$ cat src/include/srd_regs.svh
// Opcode patterns and issue clock counts for the stack, rotate and string decoder
`ifndef SRD_REGS_SVH
`define SRD_REGS_SVH

// ---------------------------------------------------------------------------
// Opcode bytes and masks
// ---------------------------------------------------------------------------
`define SRD_OPC_GRP5          8'hFF
`define SRD_OPC_STORE_ALL     8'h60
`define SRD_OPC_STORE_FLAGS   8'h9C
`define SRD_OPC_MSR_READ      8'h32
`define SRD_OPC_TSC_READ      8'h31
`define SRD_OPC_REP           8'hF3
`define SRD_MASK_LSEG         8'hE7
`define SRD_PAT_LSEG          8'h06
`define SRD_MASK_XSEG         8'hC7
`define SRD_PAT_XSEG          8'h80
`define SRD_MASK_SHORT        8'hF8
`define SRD_PAT_SHORT         8'h50
`define SRD_MASK_IMM          8'hFD
`define SRD_PAT_IMM           8'h68
`define SRD_MASK_W            8'hFE
`define SRD_PAT_ROT_ONE       8'hD0
`define SRD_PAT_ROT_CL        8'hD2
`define SRD_PAT_ROT_IMM       8'hC0
`define SRD_PAT_PORT_IN       8'h6C
`define SRD_PAT_STR_LOAD      8'hAC

// ---------------------------------------------------------------------------
// ModRM fields
// ---------------------------------------------------------------------------
`define SRD_MODRM_REG_LSB     3
`define SRD_MODRM_MOD_LSB     6
`define SRD_MOD_REGISTER      2'h3
`define SRD_REG_PUSH          3'h6
`define SRD_REG_RCL           3'h2
`define SRD_REG_RCR           3'h3

// ---------------------------------------------------------------------------
// Clock counts
// ---------------------------------------------------------------------------
`define SRD_CLK_ONE           19'h00001
`define SRD_CLK_PUSH_MEM      19'h00003
`define SRD_CLK_STORE_ALL     19'h0000B
`define SRD_CLK_STORE_FLAGS   19'h00002
`define SRD_CLK_RCL_ONE       19'h00003
`define SRD_CLK_RCR_ONE       19'h00004
`define SRD_CLK_ROT_MULTI     19'h00008
`define SRD_CLK_MSR_READ      19'h00001
`define SRD_CLK_TSC_READ      19'h00001
`define SRD_CLK_PORT_IN_BASE  19'h00011
`define SRD_CLK_PORT_IN_PRIV  19'h00020
`define SRD_CLK_STR_LOAD_BASE 19'h00009

`endif

$ cat src/include/srd_pkg.sv
// Types shared by the stack, rotate and string decoder
package srd_pkg;

  typedef enum logic [3:0] {
    SRD_OP_NONE        = 4'h0,
    SRD_OP_PUSH_RM     = 4'h1,
    SRD_OP_PUSH_SHORT  = 4'h2,
    SRD_OP_PUSH_LSEG   = 4'h3,
    SRD_OP_PUSH_XSEG   = 4'h4,
    SRD_OP_PUSH_IMM    = 4'h5,
    SRD_OP_STORE_ALL   = 4'h6,
    SRD_OP_STORE_FLAGS = 4'h7,
    SRD_OP_ROT_LEFT    = 4'h8,
    SRD_OP_ROT_RIGHT   = 4'h9,
    SRD_OP_MSR_READ    = 4'hA,
    SRD_OP_TSC_READ    = 4'hB,
    SRD_OP_PORT_IN     = 4'hC,
    SRD_OP_STR_LOAD    = 4'hD
  } srd_op_e;

  typedef enum logic [1:0] {
    SRD_ST_IDLE = 2'b01,
    SRD_ST_RUN  = 2'b10
  } srd_state_e;

  // One instruction as presented by the fetch stage
  typedef struct packed {
    logic        rep;        // F3 prefix seen
    logic        escape;     // 0F escape seen
    logic [7:0]  opcode;
    logic [7:0]  modrm;
    logic        prot_mode;  // Protected operation
    logic        priv_slow;  // Privilege check takes the long path
    logic [15:0] count;      // Iteration count register
  } srd_instr_s;

  // Decode result
  typedef struct packed {
    srd_op_e     op;
    logic        flags_kept;
    logic [18:0] cycles;
  } srd_dec_s;

  // Whole state of the decoder
  typedef struct packed {
    srd_state_e  state;
    logic [18:0] remain;
    srd_dec_s    dec;
    logic        done;
  } srd_state_s;

endpackage

$ cat src/rtl/srd_decoder.sv
// Decoder and issue timer for stack stores, rotates through carry, reads and repeated strings
`include "srd_regs.svh"

module srd_decoder (
  input  wire logic               i_clock,
  input  wire logic               i_rst_n,
  input  wire logic               i_req,
  input  wire srd_pkg::srd_instr_s i_instr,
  output logic                    o_ready,
  output srd_pkg::srd_op_e        o_op,
  output logic                    o_flags_kept,
  output logic [18:0]             o_cycles,
  output logic                    o_done
);

  // -------------------------------------------------------------------------
  // Decode
  // -------------------------------------------------------------------------

  // Matches a byte against a pattern under a mask
  function automatic logic srd_match(input logic [7:0] val, input logic [7:0] mask, input logic [7:0] pat);
    srd_match = (val & mask) == pat;
  endfunction

  // Classifies one instruction and works out its clock count
  function automatic srd_pkg::srd_dec_s srd_decode(input srd_pkg::srd_instr_s ins);
    srd_pkg::srd_dec_s d;
    logic [2:0]        reg_f;
    logic              is_reg;
    logic [18:0]       n4;
    logic [18:0]       n2;
    d      = '{op: srd_pkg::SRD_OP_NONE, flags_kept: 1'b0, cycles: `SRD_CLK_ONE};
    reg_f  = ins.modrm[`SRD_MODRM_REG_LSB +: 3];
    is_reg = ins.modrm[`SRD_MODRM_MOD_LSB +: 2] == `SRD_MOD_REGISTER;
    n4     = {1'b0, ins.count, 2'h0};
    n2     = {2'h0, ins.count, 1'b0};
    if (ins.escape) begin
      if (srd_match(ins.opcode, `SRD_MASK_XSEG, `SRD_PAT_XSEG)) begin
        d = '{op: srd_pkg::SRD_OP_PUSH_XSEG, flags_kept: 1'b1, cycles: `SRD_CLK_ONE};
      end else if (ins.opcode == `SRD_OPC_MSR_READ) begin
        d = '{op: srd_pkg::SRD_OP_MSR_READ, flags_kept: 1'b1, cycles: `SRD_CLK_MSR_READ};
      end else if (ins.opcode == `SRD_OPC_TSC_READ) begin
        d = '{op: srd_pkg::SRD_OP_TSC_READ, flags_kept: 1'b1, cycles: `SRD_CLK_TSC_READ};
      end
    end else if (ins.rep) begin
      if (srd_match(ins.opcode, `SRD_MASK_W, `SRD_PAT_PORT_IN)) begin
        d.op         = srd_pkg::SRD_OP_PORT_IN;
        d.flags_kept = 1'b1;
        d.cycles     = ((ins.prot_mode && ins.priv_slow) ? `SRD_CLK_PORT_IN_PRIV : `SRD_CLK_PORT_IN_BASE) + n4;
      end else if (srd_match(ins.opcode, `SRD_MASK_W, `SRD_PAT_STR_LOAD)) begin
        d.op         = srd_pkg::SRD_OP_STR_LOAD;
        d.flags_kept = 1'b1;
        d.cycles     = `SRD_CLK_STR_LOAD_BASE + n2;
      end
    end else if (ins.opcode == `SRD_OPC_GRP5 && reg_f == `SRD_REG_PUSH) begin
      d = '{op: srd_pkg::SRD_OP_PUSH_RM, flags_kept: 1'b1,
            cycles: is_reg ? `SRD_CLK_ONE : `SRD_CLK_PUSH_MEM};
    end else if (srd_match(ins.opcode, `SRD_MASK_SHORT, `SRD_PAT_SHORT)) begin
      d = '{op: srd_pkg::SRD_OP_PUSH_SHORT, flags_kept: 1'b1, cycles: `SRD_CLK_ONE};
    end else if (srd_match(ins.opcode, `SRD_MASK_IMM, `SRD_PAT_IMM)) begin
      d = '{op: srd_pkg::SRD_OP_PUSH_IMM, flags_kept: 1'b1, cycles: `SRD_CLK_ONE};
    end else if (srd_match(ins.opcode, `SRD_MASK_LSEG, `SRD_PAT_LSEG)) begin
      d = '{op: srd_pkg::SRD_OP_PUSH_LSEG, flags_kept: 1'b1, cycles: `SRD_CLK_ONE};
    end else if (ins.opcode == `SRD_OPC_STORE_ALL) begin
      d = '{op: srd_pkg::SRD_OP_STORE_ALL, flags_kept: 1'b1, cycles: `SRD_CLK_STORE_ALL};
    end else if (ins.opcode == `SRD_OPC_STORE_FLAGS) begin
      d = '{op: srd_pkg::SRD_OP_STORE_FLAGS, flags_kept: 1'b1, cycles: `SRD_CLK_STORE_FLAGS};
    end else if (srd_match(ins.opcode, `SRD_MASK_W, `SRD_PAT_ROT_ONE) ||
                 srd_match(ins.opcode, `SRD_MASK_W, `SRD_PAT_ROT_CL) ||
                 srd_match(ins.opcode, `SRD_MASK_W, `SRD_PAT_ROT_IMM)) begin
      if (reg_f == `SRD_REG_RCL) begin
        d.op     = srd_pkg::SRD_OP_ROT_LEFT;
        d.cycles = srd_match(ins.opcode, `SRD_MASK_W, `SRD_PAT_ROT_ONE) ? `SRD_CLK_RCL_ONE : `SRD_CLK_ROT_MULTI;
      end else if (reg_f == `SRD_REG_RCR) begin
        d.op     = srd_pkg::SRD_OP_ROT_RIGHT;
        d.cycles = srd_match(ins.opcode, `SRD_MASK_W, `SRD_PAT_ROT_ONE) ? `SRD_CLK_RCR_ONE : `SRD_CLK_ROT_MULTI;
      end
    end
    srd_decode = d;
  endfunction

  // -------------------------------------------------------------------------
  // Issue timer
  // -------------------------------------------------------------------------
  srd_pkg::srd_state_s st;
  srd_pkg::srd_state_s next_st;
  logic                accept;

  assign accept  = i_req && o_ready;
  assign o_ready = st.state == srd_pkg::SRD_ST_IDLE;

  // Accepts in idle, then holds busy for the decoded clock count
  always_comb begin
    next_st      = st;
    next_st.done = 1'b0;
    case (st.state)
      srd_pkg::SRD_ST_IDLE: begin
        if (i_req) begin
          next_st.dec = srd_decode(i_instr);
          // A one-clock instruction ends at once, so the next one can issue right behind it
          if (next_st.dec.cycles == `SRD_CLK_ONE) begin
            next_st.done = 1'b1;
          end else begin
            // The accept cycle and the done cycle both count towards the clock total
            next_st.remain = next_st.dec.cycles - `SRD_CLK_ONE - `SRD_CLK_ONE;
            next_st.state  = srd_pkg::SRD_ST_RUN;
          end
        end
      end
      srd_pkg::SRD_ST_RUN: begin
        if (st.remain == 19'h00000) begin
          next_st.done  = 1'b1;
          next_st.state = srd_pkg::SRD_ST_IDLE;
        end else begin
          next_st.remain = st.remain - `SRD_CLK_ONE;
        end
      end
      default: begin
        next_st.state = srd_pkg::SRD_ST_IDLE;
      end
    endcase
  end

  // State register
  always_ff @(posedge i_clock or negedge i_rst_n) begin
    if (!i_rst_n) begin
      st <= '{state: srd_pkg::SRD_ST_IDLE, remain: 19'h00000,
              dec: '{op: srd_pkg::SRD_OP_NONE, flags_kept: 1'b0, cycles: 19'h00000}, done: 1'b0};
    end else begin
      st <= next_st;
    end
  end

  assign o_op         = st.dec.op;
  assign o_flags_kept = st.dec.flags_kept;
  assign o_cycles     = st.dec.cycles;
  assign o_done       = st.done;

  logic plain;
  assign plain = accept && !i_instr.escape && !i_instr.rep;
endmodule

$ cat config.mk
export PLATFORM = sky130hd
export DESIGN_NAME = srd_decoder
export DESIGN_NICKNAME = d
export VERILOG_FILES = /design/src/include/srd_pkg.sv /design/src/rtl/srd_decoder.sv
export VERILOG_INCLUDE_DIRS = /design/src /design/src/include
export SDC_FILE = /design/constraint.sdc
export NUM_CORES = 1
export LEC_CHECK = 0
export BUFFER_PORTS_ARGS = -buffer_cell sky130_fd_sc_hd__buf_4
export CORE_UTILIZATION = 40
export DETAILED_ROUTE_END_ITERATION = 8
export GPL_TIMING_DRIVEN = 0
export HOLD_SLACK_MARGIN = 0.02
export PLACE_DENSITY_LB_ADDON = 0.2
export SETUP_SLACK_MARGIN = 0.05
export SYNTH_ARGS = -nofsm -noshare
export SYNTH_HDL_FRONTEND = slang
export SYNTH_SLANG_ARGS = --single-unit
$ cat constraint.sdc
create_clock -name i_clock -period 4.3 [get_ports i_clock]
set_clock_uncertainty 0.2 [all_clocks]
set_input_delay 0.86 -clock i_clock [delete_from_list [all_inputs] [get_ports i_clock]]
set_output_delay 0.86 -clock i_clock [all_outputs]
set_load 0.1 [all_outputs]
==> Yosys cells after proc, flatten, opt, wreduce, memory -nomap -nowiden <==
Cells that the tools add are included.
{ "totals": {"ff_bits": 46, "out_inout_bits": 26} }
{ "op_classes": {"addsub": 5, "eq_ne": 25, "mux": 36, "n_reduce_logical": 9} }
{ "ops": {"columns": ["cell", "n"], "rows": [
  ["2-to-1 mux 24 bit", 14],
  ["subtractor 19 x 1 -> 19 bit (second input constant)", 3],
  ["2-to-1 mux 46 bit", 1],
  ["2-to-1 mux 4 bit", 10],
  ["case mux 19 bit (2 select lines)", 1],
  ["equality test 7 bit (second input constant)", 4],
  ["2-to-1 mux 21 bit", 1],
  ["adder 6 x 18 -> 19 bit", 1],
  ["equality test 19 x 1 -> 1 bit (second input constant)", 1],
  ["logical NOT 19 bit", 1],
  ["2-to-1 mux 19 bit", 1],
  ["adder 4 x 17 -> 18 bit (first input constant)", 1],
  ["equality test 8 x 6 -> 1 bit (second input constant)", 2],
  ["equality test 8 bit (second input constant)", 2],
  ["equality test 7 x 6 -> 1 bit (second input constant)", 2],
  ["equality test 8 x 7 -> 1 bit (second input constant)", 1],
  ["!= test 2 bit (second input constant)", 4],
  ["equality test 3 x 2 -> 1 bit (second input constant)", 2],
  ["equality test 6 x 3 -> 1 bit (second input constant)", 1],
  ["2-to-1 mux 6 bit", 1],
  ["equality test 5 x 4 -> 1 bit (second input constant)", 1],
  ["equality test 5 bit (second input constant)", 1],
  ["equality test 2 bit (second input constant)", 2],
  ["2-to-1 mux 2 bit", 2],
  ["11 further kinds", 15]
]} }

==> Depth between registers and ports, before layout <==
Gate-level depths: netlist of the first run.
{ "depth": {"word_depth": 20, "mapped_depth": 14, "depth_no_buf": 13} }

==> Worst setup path after synthesis of the first run <==
Ideal clock, no wire load.
{ "synth_timing": {"path_type": "input to register", "startpoint": "input port i_instr[17] in the netlist's numbering", "endpoint": "register st[43] in the netlist's numbering", "setup_time_ns": 0.122, "t_arrival_ns": 3.638, "setup_slack_ns": 0.340, "cell_stages": 12, "path_buffers": 1, "cell_sequence": "nand2_1 ha_1 fa_1 nand3_1 xor2_1 nor2_1 o31ai_1 nand3b_2 nor4b_4 a41oi_4 buf_6 a32o_1"} }
{ "synth_via": {"elab_chain_cells": 13, "word_cells_on_any_way": 16, "cone_classes": "3 x add/sub; 2 x eq/ne; 9 x mux; 2 x reduce/logical"} }
{ "synth_rtl": {"columns": ["item", "line_no", "source"], "rows": [
  ["start: declaration", "srd_decoder.sv:8", "input wire srd_pkg::srd_instr_s i_instr,"],
  ["logical AND 1 bit (*)", "srd_decoder.sv:49", "d.cycles = ((ins.prot_mode && ins.priv_slow) ? `SRD_CLK_PORT_IN_PRIV : `SRD_CLK_PORT_IN_BASE) + n4;"],
  ["2-to-1 mux 6 bit (no source line) (*)", null, null],
  ["adder 6 x 18 -> 19 bit (*)", "srd_decoder.sv:49", null],
  ["2-to-1 mux 24 bit (*)", "srd_decoder.sv:46", "if (srd_match(ins.opcode, `SRD_MASK_W, `SRD_PAT_PORT_IN)) begin"],
  ["2-to-1 mux 24 bit (*)", "srd_decoder.sv:45", "end else if (ins.rep) begin"],
  ["2-to-1 mux 24 bit (*)", "srd_decoder.sv:37", "if (ins.escape) begin"],
  ["2-to-1 mux 24 bit (*)", "srd_decoder.sv:98", "if (i_req) begin"],
  ["2-to-1 mux 24 bit (*)", "srd_decoder.sv:96", "case (st.state)"],
  ["subtractor 19 x 1 -> 19 bit (no source line) (2 in a row)", null, null],
  ["2-to-1 mux 21 bit", "srd_decoder.sv:101", "if (next_st.dec.cycles == `SRD_CLK_ONE) begin"],
  ["2-to-1 mux 46 bit", "srd_decoder.sv:98", null],
  ["case mux 19 bit (2 select lines)", "srd_decoder.sv:96", null],
  ["end signal: assignment", "srd_decoder.sv:127", "st <= '{state: srd_pkg::SRD_ST_IDLE, remain: 19'h00000,"],
  ["end signal: assignment", "srd_decoder.sv:130", "st <= next_st;"],
  ["end: declaration", "srd_decoder.sv:85", "srd_pkg::srd_state_s st;"]
]} }
Every way passes the cells marked *; elsewhere a longest branch is shown, timed or not. The select of a mux whose other input is x is not followed.
A chain may end at the register's enable or synchronous reset.

==> Worst setup path after layout of the first run <==
{ "layout_timing": {"startpoint": "input port i_instr[17] in the netlist's numbering", "endpoint": "register st[25] in the netlist's numbering"} }
Same word-level chain as after synthesis.

==> results.sh, run 1 <==
export IMPL_outcome="finished clean"
export IMPL_drtAntennaViolNets=0
export IMPL_core_rowCount=37
export IMPL_drtIter0Drc=200
export IMPL_drive_gt1_frac=0.2315
export IMPL_post_drt_via_cell_ratio=5.835
export IMPL_hpwl_um=9808
export IMPL_synth_area_leader_cell="dfrtp_1"
export IMPL_die_w_um=105.6
export IMPL_cts_sinks=46
export IMPL_firstDrtPassIters=4
export IMPL_diodes=0
export IMPL_rsz0062_at_grt="false"
export IMPL_drc_errors=0
export IMPL_grt_usage=0.2314
export IMPL_nFillCells=1073
export IMPL_nets=642
export IMPL_drt_total_wl_um=12530
export IMPL_vias=4271
export IMPL_wl_per_cell_um=17.11
export IMPL_clk_path_buf_depth=2
export IMPL_layoutNonFillerInstCount=732
export IMPL_root_buffer="clkbuf_8"
export IMPL_powerDensity_nw_per_um2=411.2
export IMPL_synth_edf_count=0
export IMPL_synth_warning_count=0
export IMPL_maxSlewHeadroom=0.3902
export IMPL_path_class="in -> reg"
export IMPL_gp_congestion=0.9207
export IMPL_finalCritPeriodShare=0.9496
export IMPL_cp_arrival_ns=4.07
export IMPL_cts_clk_slew_worst_paths_ns=0.08
export IMPL_p_leak_nw=2.123
export IMPL_yosys_top_cells_area="dfrtp_1 (26%), nand2_1 (5.9%), o21ai_0 (5.4%), buf_4 (4.7%), xnor2_1 (3.9%)"
export IMPL_design_core_area_um2=10370
export IMPL_synth_common_cells="nand2_1 (68), o21ai_0 (46), dfrtp_1 (45)"
export IMPL_cts_tree="done"
export IMPL_syn_avg_cell_area_um2=8.097
export IMPL_startpoint_type="input port"
export IMPL_grt_pass1_wl_um=20570
export IMPL_seq_area_frac_synth=0.2685
export IMPL_ioPinCount=65
export IMPL_cts_hold_buffers=0
export IMPL_register_area_um2=1152
export IMPL_async_flop_share=1.000
export IMPL_grt_overflow=0
export IMPL_grt_start_max_net_pins=47
export IMPL_finalSetupViolCount=0
export IMPL_netlist_area_um2=4292
export IMPL_flow_area_growth_from_synthesis_pct=16.85
export IMPL_yosys_area_top_type_share=0.2624
export IMPL_dieArea_um2=11150
export IMPL_cts_buffers=5
export IMPL_dp_cells=722
export IMPL_worst_slew_pin_slew_ns=0.9146
export IMPL_initial_utilization=0.4139
export IMPL_min_delay_path_class="reg -> reg"
export IMPL_worstSetupEndpointType="flip-flop"
export IMPL_multi_input_area_um2=2763
export IMPL_synth_most_common_cell="nand2_1"
export IMPL_antenna_found_initial=0
export IMPL_final_min_clock_period_ns=4.083
export IMPL_io_buffers=56
export IMPL_synth_nets=577
export IMPL_drv_cap=0
export IMPL_grt_pass1_vias=4015
export IMPL_ir_drop_v=0.0001932
export IMPL_path_max_fanout=10
export IMPL_drv_slew=0
export IMPL_synthDistinctLibCells=78
export IMPL_required_ns=4.29
export IMPL_ctsHtreeMaxLevel=2
export IMPL_hold_slack_ns=0.2825
export IMPL_fp_dieH_um=105.6
export IMPL_synth_ff_type="dfrtp_1"
export IMPL_hold_viol_final=0
export IMPL_ys_seq_elements=46
export IMPL_clk_insertion_delay_late_ns=0.30
export IMPL_synth_cells=530
export IMPL_max_freq_mhz=244.9
==> layout by cell type, fill, tap and decap left out, types with 8 or more instances in the layout <==
| master | instances |
|---|---|
| a21oi_1 | 12 |
| a22o_1 | 15 |
| buf_2 | 13 |
| buf_4 | 85 |
| clkbuf_1 | 8 |
| dfrtp_1 | 45 |
| inv_1 | 13 |
| nand2_1 | 68 |
| nand3_1 | 20 |
| nor2_1 | 26 |
| nor2b_1 | 10 |
| nor3_1 | 18 |
| nor4_1 | 13 |
| o21ai_0 | 46 |
| o22ai_1 | 12 |
| or4_1 | 8 |
| xnor2_1 | 19 |
| xor2_1 | 11 |
==> final timing paths <==
check / slack [ns] / endpoint / from / cells past startpoint
max: 0.22 / st[25]$_DFFE_PN0P_ / i_instr[17] / 14
min: 0.28 / o_cycles[7]$_DFFE_PN0P_ / o_cycles[7]$_DFFE_PN0P_ / 2
max reg2reg: 1.14 / st[25]$_DFFE_PN0P_ / st[30]$_DFFE_PN0P_ / 9
min reg2reg: 0.28 / o_cycles[7]$_DFFE_PN0P_ / o_cycles[7]$_DFFE_PN0P_ / 2
max in group asynchronous: 3.15 / st[31]$_DFFE_PN0P_ / i_rst_n / 1
min in group asynchronous: 0.36 / st[35]$_DFFE_PN0P_ / i_rst_n / 1
==> per-layer routing <==
layer / vias to the layer above / share of wire / wire (um) / global-route usage
met5: - / 0 / 0 / 0
met4: 0 / 0.019 / 243 / 0.07242
met3: 12 / 0.047 / 593 / 0.01855
met2: 140 / 0.47 / 5885 / 0.3882
met1: 2041 / 0.46 / 5802 / 0.3162
li1: 2078 / - / - / -
==> report_power, final <==
| group | internal [mW] | switching, mW | total, mW |
|---|---|---|---|
| registers | 0.557 | 0.110 | 0.667 |
| logic | 0.392 | 0.721 | 1.11 |
| clock network | 0.129 | 0.153 | 0.282 |
==> repair_timing <==
item,in CTS,in global routing
setup buffers,0,2
setup endpoints to repair,19,19
resized for setup,1,3
pin swaps,0,1
cloned,0,0
==> sequential cells by signal, summed over array words and instances (netlist names) <==
name	flops
o_op	4
o_flags_kept	1
o_done	1
o_cycles	19
st	21
==> cells by family after synthesis <==
group,count (synthesis),share of synthesized area
compound gates,143,0.2309
xor+xnor,30,0.06122
fa+ha+maj,8,0.02507
buf+inv,67,0.09300
flops,46,0.2685
mux,8,0.02070
simple gates,228,0.3006
==> worst max-delay path, cell delays in order <==
cell	delay [ns]
buf_4	0.10
nand2_1	0.07
ha_1	0.23
fa_1	0.26
nand4_1	0.30
o31a_1	0.39
o21ai_0	0.27
nand3_1	0.14
nor4_1	0.34
nor4b_4	0.24
buf_4	0.18
a41oi_4	0.23
buf_6	0.25
a22o_1	0.21
==> metrics by stage <==
step	setup slack [ns]	utilization	setup TNS [ns]	power (mW)	instance area, um^2
after CTS	0.1523	0.4805	0	2.064	4982
after global routing	0.05603	0.4836	0	2.201	5015
after global placement	-0.3689	0.4708	-6.395	1.762	4882
final	0.2165	0.4836	0	2.062	5015
after floorplan	0.3404	-	0	1.500	4292
after detailed placement	-0.4006	0.4708	-6.992	1.780	4882
==> layout make-up <==
cell class	count	area share
buffer	53	0.06911
clock buffer	6	0.01647
clock inverter	2	0.002495
inverter	14	0.01048
multi-input combinational	417	0.5509
sequential	46	0.2298
tap	136	0.03393
timing repair buffer	58	0.08683
Power figures use the tool's default switching activity.
==> run 2, diff against run 1 <==
- CORE_UTILIZATION: 40 -> 30
==> run 2 against run 1 <==
Compared with the run above: hold slack improved by 0.0035 ns; first-iteration DRC count rose by 9.5%; critical path depth rose by 1; via count rose by 0.75%; critical endpoint is now st[38]$_DFFE_PN0P_; power rose by 6.6%; final area rose by 3.6%.
==> results.sh, run 2 (synthesized netlist as in run 1, its figures left out) <==
export IMPL_outcome="finished clean"
export IMPL_cp_slowest_cell="nor4_4"
export IMPL_gp_congestion=0.8943
export IMPL_hold_slack_ns=0.2860
export IMPL_placed_area_um2=4937
export IMPL_clk_insertion_delay_late_ns=0.29
export IMPL_crit_chain="buf_4 -> buf_4 -> nand2b_1 -> nor4_4 -> a31oi_1 -> a22oi_1 -> ha_1 -> o211ai_1 -> o21ba_2 -> nand4_1 -> buf_4 -> nor4b_1 -> o32a_1 -> o21ai_0 -> a22o_1"
export IMPL_core_rowCount=43
export IMPL_path_buf_inv=3
export IMPL_grt_start_max_net_pins=47
export IMPL_flow_area_growth_from_synthesis_pct=21.11
export IMPL_grt_pass1_wl_um=21150
export IMPL_max_freq_mhz=246.4
export IMPL_startpoint_type="input port"
export IMPL_path_delay_family="compound AO/OA/AOI/OAI gates"
export IMPL_fp_dieH_um=121.6
export IMPL_finalSetupViolCount=0
export IMPL_path_class="in -> reg"
export IMPL_hold_viol_final=0
export IMPL_initial_utilization=0.3080
export IMPL_min_delay_path_class="reg -> reg"
export IMPL_post_drt_via_cell_ratio=5.503
export IMPL_ctsHtreeMaxLevel=2
export IMPL_worstSetupEndpointType="flip-flop"
export IMPL_wl_per_cell_um=16.78
export IMPL_nFillCells=1462
export IMPL_die_w_um=121.6
export IMPL_regMostFlops="st"
export IMPL_critPathMostFrequentCell="buf_4"
export IMPL_maxSlewHeadroom=0.3897
export IMPL_dieArea_um2=14790
export IMPL_final_common_cell="buf_4"
export IMPL_antenna_found_initial=0
export IMPL_cts_sinks=46
export IMPL_io_buffers=56
export IMPL_cts_tree="done"
export IMPL_ir_drop_v=0.0002078
export IMPL_drive_gt1_frac=0.2425
export IMPL_design_core_area_um2=13930
export IMPL_finalSetupTns_ns=0
export IMPL_diodes=0
export IMPL_drc_errors=0
export IMPL_clk_path_buf_depth=2
export IMPL_grt_usage=0.1817
export IMPL_drtAntennaViolNets=0
export IMPL_ioPinCount=65
export IMPL_cts_buffers=5
export IMPL_hpwl_um=10030
export IMPL_fin_area_um2=5197
export IMPL_root_buffer="clkbuf_16"
export IMPL_largest_reg_flops=21
export IMPL_drt_total_wl_um=13120
export IMPL_grt_overflow=0
export IMPL_cts_clk_slew_worst_paths_ns=0.07
export IMPL_rsz0062_at_grt="false"
export IMPL_drtIter0Drc=219
export IMPL_drv_cap=0
export IMPL_vias=4303
export IMPL_worst_slew_pin_slew_ns=0.9070
export IMPL_cpPeakStageDelay_ns=0.42
export IMPL_cp_arrival_ns=4.04
export IMPL_nets=648
export IMPL_final_min_clock_period_ns=4.058
export IMPL_p_leak_nw=2.189
export IMPL_finalCritPeriodShare=0.9437
export IMPL_layout_common_cells="buf_4 (91), nand2_1 (68), o21ai_0 (45), dfrtp_1 (45), nor2_1 (26)"
export IMPL_p_total_mw=2.199
export IMPL_firstDrtPassIters=5
export IMPL_required_ns=4.28
export IMPL_powerDensity_nw_per_um2=423.0
export IMPL_path_max_fanout=10
export IMPL_drv_slew=0
export IMPL_grt_pass1_vias=3943
-- run 2: tightest hold or removal path, cell delays in order, from the launching register on --
cell and delay (ns):
dfrtp_1 0.35, nand2_1 0.05, o21ai_0 0.06
-- run 2: final timing paths --
path	cells after the start	to	slack, ns	start
worst max-delay path	15	st[38]$_DFFE_PN0P_	0.24	i_instr[30]
worst min-delay path	2	o_cycles[8]$_DFFE_PN0P_	0.29	o_cycles[8]$_DFFE_PN0P_
worst max register to register	9	st[37]$_DFFE_PN0P_	1.22	st[30]$_DFFE_PN0P_
worst min register to register	2	o_cycles[8]$_DFFE_PN0P_	0.29	o_cycles[8]$_DFFE_PN0P_
max in group asynchronous	1	st[38]$_DFFE_PN0P_	3.09	i_rst_n
min in group asynchronous	1	o_op[0]$_DFFE_PN0P_	0.38	i_rst_n
-- run 2: power breakdown --
part	switching (mW)	internal, mW
Sequential	0.109	0.558
Combinational	0.723	0.407
Clock	0.167	0.234
Total	1.00	1.20
-- run 2: layer usage --
metal  track usage  wire length [um]  vias up
li1              -                 -     2094
met1        0.2540              6058     2051
met2        0.2915              6099      139
met3       0.01732               623       19
met4       0.06250               337        0
met5             0                 0        -
-- run 2: final cells by class --
type	count	area [um^2]	area share
Clock inverter	1	8.758	0.001685
Inverter	14	52.55	0.01011
Multi-Input combinational cell	417	2789	0.5366
Tap cell	180	225.2	0.04333
Clock buffer	7	142.6	0.02744
Sequential cell	46	1152	0.2217
Timing Repair Buffer	64	480.5	0.09244
Buffer	53	346.6	0.06668
-- run 2: per-stage QoR --
| stage | worst slack [ns] | util | std cells |
|---|---|---|---|
| 2_1_floorplan | 0.3404 | - | 530 |
| 3_3_place_gp | -0.3925 | 0.3543 | 766 |
| 3_5_place_dp | -0.3878 | 0.3543 | 766 |
| 4_1_cts | 0.1017 | 0.3655 | 774 |
| 5_1_grt | 0.03616 | 0.3730 | 782 |
| 6_report | 0.2419 | 0.3730 | 782 |
-- run 2: timing repair --
item                                    4_1_cts  5_1_grt
setup buffers                                 0        8
pin swaps                                     0        4
hold buffers                                  0        0
resized for setup                             1        8
endpoints found under the setup margin       19       19
